[src/pkg/ccm_pkg.sv]
// Constants, carrier types and arithmetic helpers for the complex conjugate multiplier
// How it works
// - Operands are packed 16-bit real/imag halves
// - Results are 32-bit real and imaginary
// - Pack bit set means low half real
// - Pack clear: real high*high+low*low, imag cross-difference
// - Pack set: real low*low+high*high, swapped difference
// - Saturation enable clamps, otherwise results wrap
// - Real overflow sets the real flag
// - Imaginary overflow sets the imaginary flag
// - Plain multiply delivers results in two cycles
// - Parallel store finishes in one cycle
// - Store writes parallel register to memory
// - Parallel load fills register in one cycle
// - Decode plain multiply single opcode word
// - Decode parallel store low word, high fields
// - Decode parallel load with same layout
package ccm_pkg;

    // ************************************************************
    // Opcodes and instruction fields
    // ************************************************************
    localparam logic [15:0] OPC_PLAIN    = 16'hE50E;
    localparam logic [15:0] OPC_STORE    = 16'hE307;
    localparam logic [15:0] OPC_LOAD     = 16'hE3F6;
    localparam logic [3:0]  MSW_TAG      = 4'h1;
    localparam int          MSW_TAG_LSB  = 12;
    localparam int          MSW_SEL_LSB  = 8;
    localparam int          MSW_MEM_LSB  = 0;
    localparam int          MEM_AW       = 8;

    // ************************************************************
    // Vector register indices and bus map
    // ************************************************************
    localparam int          NUM_VREG     = 9;
    localparam int          IDX_X        = 0;
    localparam int          IDX_Y        = 1;
    localparam int          IDX_IMAG     = 2;
    localparam int          IDX_REAL     = 3;
    localparam int          IDX_EXTRA    = 8;
    localparam logic [5:0]  OFF_VREG     = 6'h00;
    localparam logic [5:0]  OFF_STATUS   = 6'h24;
    localparam logic [5:0]  OFF_CONFIG   = 6'h28;
    localparam int          ST_OVF_RE    = 0;
    localparam int          ST_OVF_IM    = 1;
    localparam int          CFG_PACK     = 0;
    localparam int          CFG_SAT      = 1;
    localparam logic [1:0]  CONFIG_RST   = 2'b00;
    localparam logic [31:0] VREG_RST     = 32'h0000_0000;
    localparam logic [31:0] SAT_POS      = 32'h7FFF_FFFF;
    localparam logic [31:0] SAT_NEG      = 32'h8000_0000;
    localparam int          MUL_LATENCY  = 2;

    // ************************************************************
    // Carrier types
    // ************************************************************
    typedef struct packed {
        logic        valid;
        logic [15:0] lsw;
        logic [15:0] msw;
    } ccm_insn_t;

    typedef struct packed {
        logic              wr;
        logic [MEM_AW-1:0] addr;
        logic [31:0]       data;
    } ccm_store_t;

    typedef struct packed {
        logic        valid;
        logic [31:0] re_a;
        logic [31:0] re_b;
        logic [31:0] im_a;
        logic [31:0] im_b;
    } ccm_prod_t;

    // ************************************************************
    // Arithmetic helpers
    // ************************************************************
    // Signed 16x16 product, never overflows 32 bits
    function automatic logic [31:0] mul16(input logic [15:0] a, input logic [15:0] b);
        mul16 = 32'($signed(a) * $signed(b));
    endfunction

    // Sign-extended sum or difference of two products
    function automatic logic [32:0] sum33(input logic [31:0] a, input logic [31:0] b, input logic sub);
        sum33 = sub ? ({a[31], a} - {b[31], b}) : ({a[31], a} + {b[31], b});
    endfunction

    // Out of 32-bit range when the two top bits disagree
    function automatic logic ovf33(input logic [32:0] s);
        ovf33 = s[32] ^ s[31];
    endfunction

    // Clamp on overflow when enabled, else keep the wrapped low word
    function automatic logic [31:0] fit32(input logic [32:0] s, input logic sat);
        if (sat && ovf33(s)) begin
            fit32 = s[32] ? SAT_NEG : SAT_POS;
        end else begin
            fit32 = s[31:0];
        end
    endfunction

endpackage

[src/verilog/ccm_top.sv]
// Complex conjugate multiply datapath with parallel move and Avalon-MM register access
//
// The address map and the Avalon-MM register port were chosen for this implementation.
`timescale 1ns/1ps
module ccm_top (
    input  wire logic                 CLK,
    input  wire logic                 SYS_RST,
    input  wire logic [5:0]           AVS_ADDRESS,
    input  wire logic                 AVS_READ,
    input  wire logic                 AVS_WRITE,
    input  wire logic [31:0]          AVS_WRITEDATA,
    output logic [31:0]               AVS_READDATA,
    output logic                      AVS_WAITREQUEST,
    input  ccm_pkg::ccm_insn_t        INSN,
    input  wire logic [31:0]          MEM_RDATA,
    output ccm_pkg::ccm_store_t       MEM_ST,
    output logic                      REAL_OVF,
    output logic                      IMAG_OVF
);

    // ************************************************************
    // State
    // ************************************************************
    typedef struct packed {
        logic [ccm_pkg::NUM_VREG-1:0][31:0] vreg;
        logic [1:0]                         cfg;
        logic                               ovf_re;
        logic                               ovf_im;
        logic                               rd_pend;
        logic [31:0]                        rdata;
        ccm_pkg::ccm_store_t                st;
    } ccm_state_t;

    ccm_state_t         state_q;
    ccm_state_t         state_d;
    ccm_pkg::ccm_prod_t prod;
    logic               is_plain;
    logic               is_store;
    logic               is_load;
    logic               is_mul;
    logic [3:0]         sel;
    logic [32:0]        sum_re;
    logic [32:0]        sum_im;
    logic               bus_hit_vreg;
    logic [3:0]         bus_idx;

    // ************************************************************
    // Decode
    // ************************************************************
    // Long forms need the tag nibble in the high word
    assign is_plain = INSN.valid && (INSN.lsw == ccm_pkg::OPC_PLAIN);
    assign is_store = INSN.valid && (INSN.lsw == ccm_pkg::OPC_STORE)
                      && (INSN.msw[ccm_pkg::MSW_TAG_LSB +: 4] == ccm_pkg::MSW_TAG);
    assign is_load  = INSN.valid && (INSN.lsw == ccm_pkg::OPC_LOAD)
                      && (INSN.msw[ccm_pkg::MSW_TAG_LSB +: 4] == ccm_pkg::MSW_TAG);
    assign is_mul   = is_plain || is_store || is_load;
    assign sel      = INSN.msw[ccm_pkg::MSW_SEL_LSB +: 4];

    // ************************************************************
    // Multiply stage and result arithmetic
    // ************************************************************
    ccm_mul_stage u_mul (
        .clk   (CLK),
        .rst   (SYS_RST),
        .start (is_mul),
        .pack  (state_q.cfg[ccm_pkg::CFG_PACK]),
        .op_x  (state_q.vreg[ccm_pkg::IDX_X]),
        .op_y  (state_q.vreg[ccm_pkg::IDX_Y]),
        .prod  (prod)
    );

    // One extra bit catches the lone overflow cases at full scale
    assign sum_re = ccm_pkg::sum33(prod.re_a, prod.re_b, 1'b0);
    assign sum_im = ccm_pkg::sum33(prod.im_a, prod.im_b, 1'b1);

    // Bus decode of the vector register window
    assign bus_idx      = AVS_ADDRESS[5:2];
    assign bus_hit_vreg = (AVS_ADDRESS[1:0] == 2'b00) && (AVS_ADDRESS >= ccm_pkg::OFF_VREG)
                          && (bus_idx < 4'(ccm_pkg::NUM_VREG));

    // ************************************************************
    // Next state
    // ************************************************************
    // Bus writes first; pipeline effects override in the same cycle
    always_comb begin
        state_d        = state_q;
        state_d.st.wr  = 1'b0;
        state_d.rd_pend = AVS_READ && !state_q.rd_pend;
        // Read data captured one cycle ahead of the answer
        if (AVS_READ && !state_q.rd_pend) begin
            if (bus_hit_vreg) begin
                state_d.rdata = state_q.vreg[bus_idx];
            end else if (AVS_ADDRESS == ccm_pkg::OFF_STATUS) begin
                state_d.rdata = {30'h0000_0000, state_q.ovf_im, state_q.ovf_re};
            end else if (AVS_ADDRESS == ccm_pkg::OFF_CONFIG) begin
                state_d.rdata = {30'h0000_0000, state_q.cfg};
            end else begin
                state_d.rdata = 32'h0000_0000;
            end
        end
        if (AVS_WRITE) begin
            if (bus_hit_vreg) begin
                state_d.vreg[bus_idx] = AVS_WRITEDATA;
            end else if (AVS_ADDRESS == ccm_pkg::OFF_CONFIG) begin
                state_d.cfg = AVS_WRITEDATA[1:0];
            end else if (AVS_ADDRESS == ccm_pkg::OFF_STATUS) begin
                // Write one to clear stands in for the dedicated clear instructions
                if (AVS_WRITEDATA[ccm_pkg::ST_OVF_RE]) begin
                    state_d.ovf_re = 1'b0;
                end
                if (AVS_WRITEDATA[ccm_pkg::ST_OVF_IM]) begin
                    state_d.ovf_im = 1'b0;
                end
            end
        end
        // Second stage lands one cycle after the products
        if (prod.valid) begin
            state_d.vreg[ccm_pkg::IDX_REAL] = ccm_pkg::fit32(sum_re, state_q.cfg[ccm_pkg::CFG_SAT]);
            state_d.vreg[ccm_pkg::IDX_IMAG] = ccm_pkg::fit32(sum_im, state_q.cfg[ccm_pkg::CFG_SAT]);
            // Sticky: only ever set here, and set beats a same-cycle clear
            if (ccm_pkg::ovf33(sum_re)) begin
                state_d.ovf_re = 1'b1;
            end
            if (ccm_pkg::ovf33(sum_im)) begin
                state_d.ovf_im = 1'b1;
            end
        end
        // Parallel store: selected register read in the issue cycle
        if (is_store) begin
            state_d.st.wr   = 1'b1;
            state_d.st.addr = INSN.msw[ccm_pkg::MSW_MEM_LSB +: ccm_pkg::MEM_AW];
            state_d.st.data = state_q.vreg[sel];
        end
        // Parallel load: visible to the very next instruction
        if (is_load && (sel < 4'(ccm_pkg::NUM_VREG))) begin
            state_d.vreg[sel] = MEM_RDATA;
        end
    end

    // State register
    always_ff @(posedge CLK) begin
        if (SYS_RST) begin
            state_q         <= '0;
            state_q.vreg    <= {ccm_pkg::NUM_VREG{ccm_pkg::VREG_RST}};
            state_q.cfg     <= ccm_pkg::CONFIG_RST;
        end else begin
            state_q <= state_d;
        end
    end

    // ************************************************************
    // Outputs
    // ************************************************************
    // Writes answer at once, reads after one wait cycle
    assign AVS_WAITREQUEST = AVS_READ && !state_q.rd_pend;
    assign AVS_READDATA    = state_q.rdata;
    assign MEM_ST          = state_q.st;
    assign REAL_OVF        = state_q.ovf_re;
    assign IMAG_OVF        = state_q.ovf_im;

    // Reference value of the real result from the operands two cycles back
    function automatic logic [31:0] ref_re(input logic [31:0] x, input logic [31:0] y, input logic p);
        logic [32:0] s;
        s = p ? ccm_pkg::sum33(ccm_pkg::mul16(x[15:0], y[15:0]), ccm_pkg::mul16(x[31:16], y[31:16]), 1'b0)
              : ccm_pkg::sum33(ccm_pkg::mul16(x[31:16], y[31:16]), ccm_pkg::mul16(x[15:0], y[15:0]), 1'b0);
        ref_re = s[31:0];
    endfunction

    // Reference value of the imaginary result, built from the operands and the pack bit
    function automatic logic [31:0] ref_im(input logic [31:0] x, input logic [31:0] y, input logic p);
        logic [32:0] s;
        s = p ? ccm_pkg::sum33(ccm_pkg::mul16(x[15:0], y[31:16]), ccm_pkg::mul16(x[31:16], y[15:0]), 1'b1)
              : ccm_pkg::sum33(ccm_pkg::mul16(x[31:16], y[15:0]), ccm_pkg::mul16(x[15:0], y[31:16]), 1'b1);
        ref_im = s[31:0];
    endfunction
endmodule

[src/verilog/ccm_mul_stage.sv]
// First pipeline stage: half selection and the four signed products
`timescale 1ns/1ps
module ccm_mul_stage (
    input  wire logic              clk,
    input  wire logic              rst,
    input  wire logic              start,
    input  wire logic              pack,
    input  wire logic [31:0]       op_x,
    input  wire logic [31:0]       op_y,
    output ccm_pkg::ccm_prod_t     prod
);

    ccm_pkg::ccm_prod_t state_q;
    ccm_pkg::ccm_prod_t state_d;
    logic [15:0]        xr;
    logic [15:0]        xi;
    logic [15:0]        yr;
    logic [15:0]        yi;

    // ************************************************************
    // Half selection and products
    // ************************************************************
    // Uniform real/imag form covers both packing orders
    always_comb begin
        xr = pack ? op_x[15:0] : op_x[31:16];
        xi = pack ? op_x[31:16] : op_x[15:0];
        yr = pack ? op_y[15:0] : op_y[31:16];
        yi = pack ? op_y[31:16] : op_y[15:0];
        state_d       = state_q;
        state_d.valid = start;
        // Products only load on issue to save toggling
        if (start) begin
            state_d.re_a = ccm_pkg::mul16(xr, yr);
            state_d.re_b = ccm_pkg::mul16(xi, yi);
            state_d.im_a = ccm_pkg::mul16(xr, yi);
            state_d.im_b = ccm_pkg::mul16(xi, yr);
        end
    end

    // State register
    always_ff @(posedge clk) begin
        if (rst) begin
            state_q <= '0;
        end else begin
            state_q <= state_d;
        end
    end

    assign prod = state_q;

endmodule

[config.mk]
export PLATFORM = sky130hd
export DESIGN_NAME = ccm_top
export DESIGN_NICKNAME = d
export VERILOG_FILES = /design/src/pkg/ccm_pkg.sv /design/src/verilog/ccm_top.sv /design/src/verilog/ccm_mul_stage.sv
export SDC_FILE = /design/constraint.sdc
export NUM_CORES = 2
export LEC_CHECK = 0
export BUFFER_PORTS_ARGS = -buffer_cell sky130_fd_sc_hd__buf_2
export CAP_MARGIN = 20
export CORE_MARGIN = 5
export CORE_UTILIZATION = 30
export DETAILED_ROUTE_END_ITERATION = 7
export PLACE_DENSITY = 0.42
export SETUP_SLACK_MARGIN = 0.3
export SYNTH_ARGS = -nofsm -noshare
export SYNTH_HDL_FRONTEND = slang
export SYNTH_SLANG_ARGS = --single-unit
export TNS_END_PERCENT = 1
[constraint.sdc]
create_clock -name CLK -period 9 [get_ports CLK]
set_input_delay 0.9 -clock CLK [delete_from_list [all_inputs] [get_ports CLK]]
set_output_delay 0.9 -clock CLK [all_outputs]
set_load 0.02 [all_outputs]
==> reports/metrics.csv <==
stage,metric,value,unit
synth,Synth Area per Inst,8.76,um2
min_path,HP Class,register to register,
critical_path,Arrival @ worst endpoint,8.94,ns
synth,synth top area cells,"fa_1 (31%), dfxtp_1 (14%), ha_1 (7.2%)",
placed_design,Port-buffer cells,182,
routing,vias per std cell,5.18,
synth,"Distinct cells, synth",81,
global_route,vias in the first global route,57400,
power,"IR drop worst, VDD",120,uV
synth,"FF+latch count, synth",495,
global_route,gr usage total,0.221,
clocking,cts bufs inserted,67,
finish,area added between synthesis and finish,8.99,%
routing,vias,55700,
power,total chip power,5340,uW
synth,"count leader, synth",inv_1,
power,Leak,0.0346,uW
synth,sequential share of the synthesized area,0.145,
critical_path,cells on worst reg2reg path,24,
power,Sw Ratio,0.269,
clocking,number of clock sinks,495,
die,Initial Util,0.301,
placed_design,DP Wirelength,205,mm
placed_design,GP Congestion,0.891,
routing,Post-DRT Antenna Nets,0,
power,Reg power frac,0.413,
routing,DR iter-0 viols,3974,
sta,Rel. slew slack,0.181,
synth,post-synth top area share,0.307,
power,Combinational Power Share,0.060,
placed_design,Cell Count Post-Placement,10600,
sta,worst slew pin tran,1.23,ns
sta,setup TNS,0,ns
critical_path,critical path capture point type,register,
clocking,hold_buf cts,0,
sta,count of pins over their slew limit,0,
power,Cell Pwr Density,71.4,nW/um2
min_path,"Endpoint, Worst Hold",u_mul.prod[25],
job,Max-Cap Viols,0,
critical_path,crit path launch,state_q[76],
sta,FMAX,120,MHz
synth,most frequent cells after synthesis,"inv_1 (1218), fa_1 (1050), nor2_1 (1014), nand2_1 (862), dfxtp_1 (495)",
die,Die Wd,488,um
die,FP Rows,175,
finish,share of layout cells above drive strength 1,0.0972,
global_route,initial antenna violation count,14,
die,Core Box Area,227000,um2
power,internal power,3900,uW
critical_path,worst path required time,9.61,ns
synth,post-synth net total,9381,
critical_path,type of the worst setup path,register to register,
global_route,pin count of the biggest net entering global routing,206,
synth,Synth Cell Area,68600,um2
synth,largest area contributor in the netlist,fa_1,
die,# IOs,183,
finish,Util after Layout,0.328,
clocking,worst-skew pair later-pin latency,0.71,ns
clocking,htree depth,3,
routing,TritonRoute pass-1 iters,8,
status,run status,finished clean,
synth,"Top FF cell, synth",dfxtp_1,
sta,Final Skew,0.0490,ns
routing,drt total wl,263,mm
critical_path,reg2reg start,state_q[76],
sta,final worst path period share,0.925,
sta,final setup fails,0,
clocking,post_cts resized,0,
routing,Wirelength per Cell,24.5,um
synth,synth warn,0,
routing,number of remaining DRC errors,0,
sta,fin crit period,8.32,ns
critical_path,reg2reg end,u_mul.prod[61],
critical_path,peak fanout along the critical path,35,
global_route,first-pass GRT wire length,392,mm
min_path,WHS Path Cells,2,
min_path,HP Start,u_mul.prod[25],
die,die height,488,um
synth,Post-synth EDFFs,0,
power,Clk network pwr share,0.527,
critical_path,startpoint class of the critical path,register,
clocking,CTS Buffer Depth,3,
global_route,gr ovfl total,0,
power,switching power,1430,uW
finish,Layout fillers,24000,
critical_path,register-to-register setup slack,0.68,ns
clocking,"Reg clk slew, reported paths",0.06,ns
sta,RSZ-0062 raised after global routing,false,
clocking,CTS tree,built,
clocking,root buffer cell,clkbuf_16,
synth,Syn Inst Count,7832,
sta,Final Hold Viols,0,
finish,Total Nets Final,9227,
die,die area,238000,um2
finish,Finished Layout Cells,10700,
synth,asr flop ratio synth,0,
## kinds of logic (layout without fill, tap and decap cells)
family	Yosys count	count (layout)	synth area share
AOI/OAI and AO/OA	1188	1188	0.116
xor gates and xnor gates	176	176	0.0227
adders and majority gates	1442	1442	0.378
buffers and inverters	1797	1689	0.103
DFF	495	495	0.145
muxes	554	554	0.105
other	0	7	0
and+or+nand+nor	2180	2180	0.130
## worst max path at each step
| stage | endpoint | slack [ns] | cells after the start |
|---|---|---|---|
| 3_3_place_gp | u_mul.prod[94] | 0.82 | 25 |
| 3_5_place_dp | u_mul.prod[21] | 0.83 | 23 |
| 5_1_grt | u_mul.prod[21] | 0.32 | 23 |
| 4_1_cts | u_mul.prod[21] | 0.75 | 23 |
| 6_report | u_mul.prod[61] | 0.68 | 24 |
| 2_1_floorplan | u_mul.prod[95] | 1.36 | 24 |
## registers in the layout, summed over array words and instances (netlist names)
signal,cells
AVS_READDATA,32
IMAG_OVF,1
MEM_ST,41
REAL_OVF,1
state_q,291
u_mul.prod,129
## area by class of cell
cell class	count	area [um2]	area share
clock inverter	24	328	0.00439
tap	3009	3760	0.0504
inverter	1218	4570	0.0612
clock buffer	91	1890	0.0253
antenna	7	17.5	0.000234
sequential	495	9910	0.133
timing repair buffer	356	2300	0.0307
multi-input combinational	5540	51900	0.695
## per-layer routing
layer,GRT usage,part of all wire
met5,0,0.00033
met4,0.0793,0.040
met3,0.0317,0.060
met2,0.351,0.45
met1,0.306,0.45
## cells in the final DEF, fill, tap and decap left out, types with 18 or more instances in the layout
cell type / count
inv_1: 1218
fa_1: 1050
nor2_1: 1011
nand2_1: 852
dfxtp_1: 493
a211oi_1: 411
ha_1: 392
mux2i_1: 323
a21oi_1: 293
buf_2: 177
buf_4: 171
o21ai_0: 156
xnor2_1: 130
mux4_2: 128
nor2b_1: 83
a21o_1: 75
clkbuf_16: 68
mux2_2: 64
nand3_1: 50
xor2_1: 44
nor3_1: 32
a22oi_1: 32
nand2b_1: 31
o21bai_1: 30
mux2i_2: 28
o211ai_1: 25
o21a_1: 24
a31oi_1: 18
## critical path, stage by stage, from the launching register on
cell,delay [ns]
dfxtp_4,0.78
buf_4,0.50
buf_4,0.31
mux2_2,0.64
nand2_1,0.17
fa_1,0.57
inv_1,0.06
fa_1,0.55
fa_1,0.44
fa_1,0.46
fa_1,0.50
inv_1,0.05
fa_1,0.47
inv_1,0.04
ha_1,0.37
and3_1,0.26
nand4_1,0.18
nor2_1,0.13
nand4_1,0.21
a21oi_1,0.29
o21ai_0,0.19
a21boi_0,0.32
o21ai_0,0.15
or4_1,0.41
nand3_1,0.09
## through the flow
stage	worst slack (ns)	hold WS (ns)	cell area, um2
global placement	0.817	0.444	72400
finish	0.675	0.455	74700
floorplan	1.36	0.429	68600
CTS	0.748	0.422	74700
detailed placement	0.832	0.449	72500
global route	0.319	0.472	74700
## power groups by stage
| stage | clock, uW | sequential (uW) | combinational (uW) |
|---|---|---|---|
| 5_1_grt | 2970 | 2200 | 334 |
| 4_1_cts | 2900 | 2200 | 317 |
| 6_report | 2820 | 2200 | 318 |
| 2_1_floorplan | 0 | 2250 | 186 |
| 3_5_place_dp | 0 | 2250 | 317 |
| 3_3_place_gp | 0 | 2250 | 316 |
## repair_timing
| action | in CTS | in global routing |
|---|---|---|
| setup buffers | 0 | 1 |
| endpoints found under the hold margin | 0 | 0 |
| setup endpoints to repair | 0 | 1 |
Note: power is estimated with default switching activity, not from simulation.
